===== config.mk =====
export PLATFORM = sky130hd
export DESIGN_NAME = leic_irq_ctrl
export DESIGN_NICKNAME = d
export VERILOG_FILES = /design/src/inc/leic_pkg.sv /design/src/inc/leic_src_if.sv /design/src/verilog/leic_irq_ctrl.sv /design/src/verilog/leic_debounce.sv
export SDC_FILE = /design/constraint.sdc
export NUM_CORES = 1
export LEC_CHECK = 0
export BUFFER_PORTS_ARGS = -buffer_cell sky130_fd_sc_hd__buf_4
export CORE_MARGIN = 1
export CORE_UTILIZATION = 45
export DETAILED_ROUTE_END_ITERATION = 8
export HOLD_SLACK_MARGIN = 0.1
export PLACE_DENSITY = 0.74
export SKIP_CTS_REPAIR_TIMING = 1
export SYNTH_ARGS = -nofsm -noshare
export SYNTH_HDL_FRONTEND = slang
export SYNTH_SLANG_ARGS = --single-unit

===== constraint.sdc =====
create_clock -name core_clk -period 2.4 [get_ports core_clk]
set_clock_uncertainty 0.1 [all_clocks]
set_input_delay 0.24 -clock core_clk [delete_from_list [all_inputs] [get_ports core_clk]]
set_output_delay 0.24 -clock core_clk [all_outputs]
set_load 0.02 [all_outputs]

===== src/inc/leic_pkg.sv =====
package leic_pkg;
  // Source set: GPIO pins, loop lock, peripheral flags, boot done
  localparam int NUM_GPIO   = 4;
  localparam int NUM_PERIPH = 4;
  // Flag vector layout
  localparam int FLAG_BOOT      = 0;
  localparam int FLAG_LOCK_RISE = 1;
  localparam int FLAG_LOCK_FALL = 2;
  localparam int FLAG_PERIPH0   = 3;
  localparam int FLAG_GPIO_RISE = FLAG_PERIPH0 + NUM_PERIPH;
  localparam int FLAG_GPIO_FALL = FLAG_GPIO_RISE + NUM_GPIO;
  localparam int NUM_FLAGS      = FLAG_GPIO_FALL + NUM_GPIO;
  localparam int NUM_INPUTS     = 2 + NUM_PERIPH + NUM_GPIO;
  // Live input vector layout
  localparam int IN_BOOT    = 0;
  localparam int IN_LOCK    = 1;
  localparam int IN_PERIPH0 = 2;
  localparam int IN_GPIO0   = IN_PERIPH0 + NUM_PERIPH;
  // Pin config word bit positions
  localparam int CFG_DRIVE_BIT = 0;
  localparam int CFG_POL_BIT   = 1;
  localparam int CFG_GMASK_BIT = 2;
  // Reset values
  localparam logic [NUM_FLAGS-1:0] MASK_RESET =
    ~(NUM_FLAGS'(1) << FLAG_BOOT);
  localparam logic POLARITY_RESET    = 1'b1;
  localparam logic DRIVE_TYPE_RESET  = 1'b1;
  localparam logic GLOBAL_MASK_RESET = 1'b0;
  // Debounce: three stable 32 kHz samples
  localparam int        DEB_STABLE_SAMPLES = 3;
  localparam logic [1:0] DEB_COUNT_MAX = 2'(DEB_STABLE_SAMPLES - 1);
endpackage


===== src/inc/leic_src_if.sv =====
`timescale 1ns/100ps
// Conditioned GPIO levels from the debounce filter to the flag logic
interface leic_src_if;
  logic [leic_pkg::NUM_GPIO-1:0] gpioLevel;
  modport filt (output gpioLevel);
  modport core (input gpioLevel);
endinterface


===== src/verilog/leic_irq_ctrl.sv =====
`timescale 1ns/100ps
// What this block does
// - GPIO, loop lock and peripheral inputs in any combination can raise requests
// - Each source owns a flag set by an input edge, not level, except GPIO flags whose trigger select is clear
// - Some sources rising only; others have separate rise and fall flags
// - Flags are readable at any time
// - Each input has a live status bit showing its present value, the debounced level for GPIO pins with debounce enabled
// - Per-flag mask; masked flags still latch but do not request
// - Request is OR of unmasked flags, held until all are cleared
// - Flags stay set until software writes one to clear
// - GPIO triggers selectable edge or level via rise and fall selects; fall level mode fires only while the rise select is set
// - Optional per-pin GPIO debounce clocked from the 32 kHz clock
// - Global mask blocks the request output
// - Summary status shows OR of unmasked flags, ignoring global mask
// - Request pin active low at reset; polarity bit inverts it
// - Pin drive selectable between push-pull and open drain
// - GPIO copy of the request ignores pin polarity
// - After reset only boot-complete is unmasked
// - Polarity 0 is active high, 1 active low; resets to 1
// - Global mask resets to 0; 1 blocks the request
module leic_irq_ctrl
  import leic_pkg::*;
(
  input  wire logic                  core_clk,
  input  wire logic                  rst,
  input  wire logic                  clkEn,
  input  wire logic                  bootDone,
  input  wire logic                  loopLock,
  input  wire logic [NUM_PERIPH-1:0] periphEvent,
  input  wire logic [NUM_GPIO-1:0]   gpioPin,
  input  wire logic                  clk32k,
  input  wire logic [NUM_GPIO-1:0]   gpioDebounceEnable,
  input  wire logic [NUM_GPIO-1:0]   gpioRisingTriggerSelect,
  input  wire logic [NUM_GPIO-1:0]   gpioFallingTriggerSelect,
  input  wire logic [NUM_FLAGS-1:0]  flagClearWrite,
  input  wire logic                  flagClearStrobe,
  input  wire logic [NUM_FLAGS-1:0]  maskWrite,
  input  wire logic                  maskStrobe,
  input  wire logic [2:0]            pinCfgWrite,
  input  wire logic                  pinCfgStrobe,
  output logic      [NUM_FLAGS-1:0]  flags,
  output logic      [NUM_FLAGS-1:0]  maskBits,
  output logic      [NUM_INPUTS-1:0] liveStatus,
  output logic                       requestGlobalMask,
  output logic                       requestPinPolarity,
  output logic                       requestPinDriveType,
  output logic                       requestSummaryStatus,
  output logic                       requestPinOut,
  output logic                       requestPinOe_n,
  output logic                       requestGpioOut
);
  // ----------------------------------------
  // Input synchronisers
  // ----------------------------------------
  // Pins and the 32 kHz clock are asynchronous; sibling logic inputs are not
  logic [NUM_GPIO:0] syncA_q, syncB_q;
  logic [NUM_GPIO:0] syncA_d, syncB_d;
  logic              tickPrev_q, tickPrev_d;
  logic              tick32k;

  always_comb begin
    syncA_d    = {clk32k, gpioPin};
    syncB_d    = syncA_q;
    tickPrev_d = syncB_q[NUM_GPIO];
  end

  always_ff @(posedge core_clk) begin
    if (rst) begin
      syncA_q    <= '0;
      syncB_q    <= '0;
      tickPrev_q <= 1'b0;
    end else if (clkEn) begin
      syncA_q    <= syncA_d;
      syncB_q    <= syncB_d;
      tickPrev_q <= tickPrev_d;
    end
  end

  assign tick32k = syncB_q[NUM_GPIO] & ~tickPrev_q;

  // ----------------------------------------
  // Debounce
  // ----------------------------------------
  leic_src_if src ();

  leic_debounce u_debounce (
    .core_clk       (core_clk),
    .rst            (rst),
    .clkEn          (clkEn),
    .tick32k        (tick32k),
    .gpioSync       (syncB_q[NUM_GPIO-1:0]),
    .debounceEnable (gpioDebounceEnable),
    .src            (src.filt)
  );

  // ----------------------------------------
  // Edge detection and flags
  // ----------------------------------------
  logic [NUM_INPUTS-1:0] live, prev_q, prev_d;
  logic [NUM_FLAGS-1:0]  flag_q, flag_d, evt;
  logic [NUM_FLAGS-1:0]  mask_q, mask_d;
  logic                  gmask_q, gmask_d, pol_q, pol_d, drv_q, drv_d;
  logic [NUM_INPUTS-1:0] rise, fall;

  assign live = {src.gpioLevel, periphEvent, loopLock, bootDone};
  assign rise = live & ~prev_q;
  assign fall = ~live & prev_q;

  // Trigger select: edge when set, level otherwise
  function automatic logic trig_evt(input logic sel, input logic edgeSeen, input logic lvl);
    return sel ? edgeSeen : lvl;
  endfunction

  always_comb begin
    prev_d = live;
    evt    = '0;
    evt[FLAG_BOOT]      = rise[IN_BOOT];
    evt[FLAG_LOCK_RISE] = rise[IN_LOCK];
    evt[FLAG_LOCK_FALL] = fall[IN_LOCK];
    for (int i = 0; i < NUM_PERIPH; i++) evt[FLAG_PERIPH0 + i] = rise[IN_PERIPH0 + i];
    for (int i = 0; i < NUM_GPIO; i++) begin
      // Select clear: level mode, flag refires while held; fall level also needs the rise select set
      evt[FLAG_GPIO_RISE + i] = trig_evt(gpioRisingTriggerSelect[i],
        rise[IN_GPIO0 + i], live[IN_GPIO0 + i]);
      evt[FLAG_GPIO_FALL + i] = trig_evt(gpioFallingTriggerSelect[i],
        fall[IN_GPIO0 + i], ~live[IN_GPIO0 + i] & gpioRisingTriggerSelect[i]);
    end
    // Set beats clear; zero bits in the clear word keep their flag
    flag_d = flagClearStrobe ? ((flag_q & ~flagClearWrite) | evt)
                             : (flag_q | evt);
    mask_d  = maskStrobe ? maskWrite : mask_q;
    gmask_d = pinCfgStrobe ? pinCfgWrite[CFG_GMASK_BIT] : gmask_q;
    pol_d   = pinCfgStrobe ? pinCfgWrite[CFG_POL_BIT] : pol_q;
    drv_d   = pinCfgStrobe ? pinCfgWrite[CFG_DRIVE_BIT] : drv_q;
  end

  always_ff @(posedge core_clk) begin
    if (rst) begin
      // Inputs assumed low at reset; a high level counts as an edge
      prev_q  <= '0;
      flag_q  <= '0;
      mask_q  <= MASK_RESET;
      gmask_q <= GLOBAL_MASK_RESET;
      pol_q   <= POLARITY_RESET;
      drv_q   <= DRIVE_TYPE_RESET;
    end else if (clkEn) begin
      prev_q  <= prev_d;
      flag_q  <= flag_d;
      mask_q  <= mask_d;
      gmask_q <= gmask_d;
      pol_q   <= pol_d;
      drv_q   <= drv_d;
    end
  end

  // ----------------------------------------
  // Request outputs
  // ----------------------------------------
  logic reqRaw, reqGated, pinLevel;

  assign reqRaw   = |(flag_q & ~mask_q);
  assign reqGated = reqRaw & ~gmask_q;
  assign pinLevel = reqGated ^ pol_q;

  assign flags                = flag_q;
  assign maskBits             = mask_q;
  assign liveStatus           = live;
  assign requestGlobalMask    = gmask_q;
  assign requestPinPolarity   = pol_q;
  assign requestPinDriveType  = drv_q;
  assign requestSummaryStatus = reqRaw;
  // Open drain only pulls low; the high level comes from the pull-up
  assign requestPinOut        = pinLevel;
  assign requestPinOe_n       = drv_q & pinLevel;
  assign requestGpioOut       = reqGated;

  // ----------------------------------------
  // Checks
  // ----------------------------------------
  property p_sticky;
    @(posedge core_clk) disable iff (rst)
      (clkEn && flag_q[FLAG_BOOT] && !(flagClearStrobe && flagClearWrite[FLAG_BOOT]))
      |=> flag_q[FLAG_BOOT];
  endproperty
  a_sticky: assert property (p_sticky) else $error("flag dropped without clear");

  property p_zero_keeps;
    @(posedge core_clk) disable iff (rst)
      (clkEn && flagClearStrobe && !flagClearWrite[FLAG_LOCK_RISE] && flag_q[FLAG_LOCK_RISE])
      |=> flag_q[FLAG_LOCK_RISE];
  endproperty
  a_zero_keeps: assert property (p_zero_keeps) else $error("zero write cleared flag");

  property p_edge_sets;
    @(posedge core_clk) disable iff (rst)
      (clkEn && rise[1]) |=> flag_q[FLAG_LOCK_RISE];
  endproperty
  a_edge_sets: assert property (p_edge_sets) else $error("rise not latched");

  property p_fall_sets;
    @(posedge core_clk) disable iff (rst)
      (clkEn && fall[1]) |=> flag_q[FLAG_LOCK_FALL];
  endproperty
  a_fall_sets: assert property (p_fall_sets) else $error("fall not latched");

  property p_summary;
    @(posedge core_clk) disable iff (rst)
      requestSummaryStatus == |(flags & ~maskBits);
  endproperty
  a_summary: assert property (p_summary) else $error("summary wrong");

  property p_gmask;
    @(posedge core_clk) disable iff (rst)
      requestGlobalMask |-> (requestPinOut == requestPinPolarity) && !requestGpioOut;
  endproperty
  a_gmask: assert property (p_gmask) else $error("global mask leaked");

  property p_polarity;
    @(posedge core_clk) disable iff (rst)
      requestPinOut == (requestGpioOut ^ requestPinPolarity);
  endproperty
  a_polarity: assert property (p_polarity) else $error("pin sense wrong");

  property p_od;
    @(posedge core_clk) disable iff (rst)
      (requestPinDriveType && requestPinOut) |-> requestPinOe_n;
  endproperty
  a_od: assert property (p_od) else $error("open drain drove high");

  property p_reset_vals;
    @(posedge core_clk) $fell(rst) |-> requestPinPolarity && !requestGlobalMask
      && maskBits == MASK_RESET;
  endproperty
  a_reset_vals: assert property (p_reset_vals) else $error("bad reset value");

  property p_freeze;
    @(posedge core_clk) disable iff (rst)
      !clkEn |=> $stable(flag_q) && $stable(mask_q) && $stable(pol_q);
  endproperty
  a_freeze: assert property (p_freeze) else $error("state moved while disabled");

  property p_clear_works;
    @(posedge core_clk) disable iff (rst)
      (clkEn && flagClearStrobe && flagClearWrite[FLAG_LOCK_RISE] && !evt[FLAG_LOCK_RISE])
      |=> !flag_q[FLAG_LOCK_RISE];
  endproperty
  a_clear_works: assert property (p_clear_works) else $error("clear ignored");

  property p_no_level_set;
    @(posedge core_clk) disable iff (rst)
      (clkEn && !rise[IN_LOCK] && !flag_q[FLAG_LOCK_RISE]) |=> !flag_q[FLAG_LOCK_RISE];
  endproperty
  a_no_level_set: assert property (p_no_level_set) else $error("set by level");

  property p_masked_latch;
    @(posedge core_clk) disable iff (rst)
      (clkEn && rise[IN_PERIPH0] && mask_q[FLAG_PERIPH0]) |=> flag_q[FLAG_PERIPH0];
  endproperty
  a_masked_latch: assert property (p_masked_latch) else $error("masked lost");

  property p_level_mode;
    @(posedge core_clk) disable iff (rst)
      (clkEn && !gpioRisingTriggerSelect[0] && live[IN_GPIO0]) |=> flag_q[FLAG_GPIO_RISE];
  endproperty
  a_level_mode: assert property (p_level_mode) else $error("level not latched");

  property p_cmos_drives;
    @(posedge core_clk) disable iff (rst)
      !requestPinDriveType |-> !requestPinOe_n;
  endproperty
  a_cmos_drives: assert property (p_cmos_drives) else $error("push-pull released");

  property p_gpio_copy;
    @(posedge core_clk) disable iff (rst)
      requestGpioOut == (requestSummaryStatus && !requestGlobalMask);
  endproperty
  a_gpio_copy: assert property (p_gpio_copy) else $error("gpio copy wrong");

  property p_pol_load;
    @(posedge core_clk) disable iff (rst)
      (clkEn && pinCfgStrobe) |=> requestPinPolarity == $past(pinCfgWrite[CFG_POL_BIT]);
  endproperty
  a_pol_load: assert property (p_pol_load) else $error("polarity not loaded");

  property p_gmask_load;
    @(posedge core_clk) disable iff (rst)
      (clkEn && pinCfgStrobe) |=> requestGlobalMask == $past(pinCfgWrite[CFG_GMASK_BIT]);
  endproperty
  a_gmask_load: assert property (p_gmask_load) else $error("mask not loaded");

  property p_reset_pin;
    @(posedge core_clk) $fell(rst) |-> requestPinOut && requestPinOe_n;
  endproperty
  a_reset_pin: assert property (p_reset_pin) else $error("pin active at reset");

  c_boot:  cover property (@(posedge core_clk) disable iff (rst) $rose(flag_q[FLAG_BOOT]));
  c_clear: cover property (@(posedge core_clk) disable iff (rst) $fell(reqRaw));
  c_gpio:  cover property (@(posedge core_clk) disable iff (rst)
    $rose(flag_q[FLAG_GPIO_FALL]));
  c_od:    cover property (@(posedge core_clk) disable iff (rst)
    requestPinDriveType && reqGated);
  c_freeze: cover property (@(posedge core_clk) disable iff (rst)
    !clkEn && |evt);
endmodule


===== src/verilog/leic_debounce.sv =====
`timescale 1ns/100ps
module leic_debounce
  import leic_pkg::*;
(
  input  wire logic                core_clk,
  input  wire logic                rst,
  input  wire logic                clkEn,
  input  wire logic                tick32k,
  input  wire logic [NUM_GPIO-1:0] gpioSync,
  input  wire logic [NUM_GPIO-1:0] debounceEnable,
  leic_src_if.filt                 src
);
  logic [NUM_GPIO-1:0] filt_q, filt_d;
  logic [1:0]          cnt_q [NUM_GPIO];
  logic [1:0]          cnt_d [NUM_GPIO];

  // ----------------------------------------
  // Per-pin stability filter on 32 kHz ticks
  // ----------------------------------------
  always_comb begin
    filt_d = filt_q;
    for (int i = 0; i < NUM_GPIO; i++) begin
      cnt_d[i] = cnt_q[i];
      if (gpioSync[i] == filt_q[i]) begin
        cnt_d[i] = 2'h0;
      end else if (tick32k) begin
        // Pulses shorter than the window never reach the flags
        if (cnt_q[i] == DEB_COUNT_MAX) begin
          filt_d[i] = gpioSync[i];
          cnt_d[i]  = 2'h0;
        end else begin
          cnt_d[i] = cnt_q[i] + 2'h1;
        end
      end
    end
  end

  always_ff @(posedge core_clk) begin
    if (rst) begin
      filt_q <= '0;
      for (int i = 0; i < NUM_GPIO; i++) cnt_q[i] <= 2'h0;
    end else if (clkEn) begin
      filt_q <= filt_d;
      for (int i = 0; i < NUM_GPIO; i++) cnt_q[i] <= cnt_d[i];
    end
  end

  assign src.gpioLevel = (debounceEnable & filt_q) | (~debounceEnable & gpioSync);
endmodule


==> run metrics <==
average vias per placed instance=5.24; net count of the finished layout=489; vias after detailed routing=2,648; count of H-tree levels built during CTS=3; TritonCTS clock tree=yes; buffer levels on the longest clock path=2; kind of critical path=flip-flop to primary output; worst slack on hold paths=0.0661 ns; pin slew with the least headroom to its limit=0.559 ns; vias in the first global route=2,463; Initial DRT Pass Iterations=4; area growth from synthesis to layout=37.9%; RD Place Congestion=0.819; r2r setup slk=0.91 ns; leading register cell type out of synthesis=dfxtp_1; number of enable-type register cells in the synthesized netlist=8; first-pass GRT wire length=12,100 um; Worst R2R Path Depth=5; number of placement rows=29; final number of setup-violating endpoints=0; Clock Tree Root=clkbuf_8; synthesized area per cell=9.41 um^2; Power Dens Cells=654 mW/mm^2; Hold Startpoint=periphEvent[1]; hold endpoint=prev_q[3]; Die X=83.1 um; number of nets with antenna violations after detailed routing=0; sink count of the clock tree=66; startpoint of the worst-slack reg-to-reg timing path=syncB_q[4]; combined area of all synthesized cells=0.00296 mm^2; synth warn=0; core area=0.00635 mm^2; global route total overflow=0; peak fanout along the critical path=3; number of antenna violations at the first check in global routing=0; run status=complete, no violations; total leakage power=1.88 nW; total of flip-flops plus latches after synthesis=66; detail-routed net length per standard cell=14.9 um; Worst Path Arrival=1.75 ns; worst hold path stage count=3; count of inserted antenna diode cells=0; number of max-cap violations=0; drt drc=0; Top Ports=109; area of the multi-input gates=0.00136 mm^2; pin count of the biggest net entering global routing=44; element type at the critical path end=primary output; gr usage total=0.224; clock buffer count from CTS=9; Netlist cell types=36; area taken by flip-flops and latches=0.00140 mm^2; register area share after synthesis=0.473; unrepaired setup endpoints after global routing=no; ratio of cells with drive above 1 in the final layout=0.308; clk_lat worst skew=0.34 ns; final worst-path cycle share=0.870; clock-pin transition on the worst setup and hold timing paths=0.07 ns; summed negative setup slack over all endpoints=0 ns; IR Drop Worst-Case VDD=0.411 mV; number of fill cells=535; final number of hold-violating endpoints=0; Starting Density=0.467; Cells after Synth=315; destination of the worst register-to-register timing path=u_debounce.filt_q[0]; required time worst endpoint=2.06 ns; Die Footprint=0.00691 mm^2; path category of the worst min-delay check=input port to flip-flop; iteration-0 DRC count of the detailed router=114; Max transition margin=0.627; fraction of registers with async set/reset=0; detailed-placement wirelength estimate=5520 um; kind of start point of the critical path=flip-flop; post-synth net total=381; number of I/O port buffers=108; maximum clock frequency=0.479 GHz; Final min period=2.09 ns; final slew viol count=0; die height=83.1 um; sum of routed wire length over all layers=7550 um
-- state kept, by name (all words and copies together) (netlist names) --
register,cells
requestPinPolarity,1
u_debounce.cnt_q,8
requestPinDriveType,1
syncB_q,5
prev_q,10
syncA_q,5
maskBits,15
flags,15
tickPrev_q,1
requestGlobalMask,1
u_debounce.filt_q,4
-- routing by layer --
metal  track usage  vias up  wire (um)
li1              -     1321          -
met1         0.281     1228       3300
met2         0.363       88       3640
met3        0.0487       11        466
met4         0.113        0        137
met5             0        -          0
-- critical path, stage by stage (launching register included) --
cell	delay (ns)
dfxtp_1	0.36
nand2b_1	0.12
o2111ai_1	0.13
nor3_2	0.25
a41oi_2	0.19
mux2i_1	0.19
buf_4	0.16
-- final cells by class --
type / instances / share of cell area
flip-flops and latches: 66 / 0.343
clock inverters: 1 / 0.00735
repair buffers: 122 / 0.231
clock buffers: 15 / 0.0459
inverters: 18 / 0.0165
well taps: 77 / 0.0236
multi-input cells: 206 / 0.333
-- logic make-up (layout without fill, tap and decap cells) --
kind of cell             after synthesis  in the layout  synth area share
XOR/XNOR                               5              5            0.0148
adder cells (fa/ha/maj)                4              4            0.0169
multiplexers                          26             26            0.0895
AND/OR/NAND/NOR                      119            119             0.204
AO/OA/AOI/OAI                         52             52             0.134
buffers and inverters                 43            156            0.0680
flip-flops                            66             66             0.473
-- worst max-delay path by stage --
stage,to,startpoint
2_1_floorplan,requestPinOe_n,maskBits[12]
3_3_place_gp,flags[11],clkEn
3_5_place_dp,requestPinOe_n,maskBits[12]
4_1_cts,requestPinOut,maskBits[12]
5_1_grt,requestPinOe_n,maskBits[12]
6_report,requestPinOe_n,maskBits[12]
-- cell usage after synthesis (all sizes together), types with 9 or more instances --
cell / count / area share
mux2i: 22 / 0.074
dfxtp: 58 / 0.39
nor2: 29 / 0.037
o21ai: 9 / 0.015
a211o: 16 / 0.048
clkbuf: 10 / 0.013
inv: 18 / 0.023
and3: 18 / 0.038
nand2: 30 / 0.038
nand2b: 15 / 0.032
buf: 15 / 0.032
-- power by group --
part	switching (mW)	internal, mW	total [mW]
Sequential	0.0421	1.17	1.22
Combinational	0.224	0.227	0.451
Clock	0.402	0.602	1.00
Total	0.668	2.00	2.67
-- through the flow --
stage	utilization	total power [mW]	std cells	setup WS (ns)	cell area, um^2
global placement	0.592	1.67	478	0.733	3760
CTS	0.626	2.68	494	0.297	3980
floorplan	-	1.48	315	0.438	2960
finish	0.644	2.67	505	0.311	4090
global route	0.644	2.78	505	0.183	4090
detailed placement	0.592	1.68	478	0.680	3760
-- cells in the final DEF (no fill, tap or decap), drive strengths merged, types with 9 or more instances in the layout --
master / instances
dfxtp: 58
clkbuf: 15
dlygate4sd3: 11
and3: 18
o21ai: 9
inv: 18
buf: 111
nand2b: 15
nor2: 29
nand2: 30
mux2i: 22
a211o: 16
No activity file was read; power rests on OpenSTA's default activity.
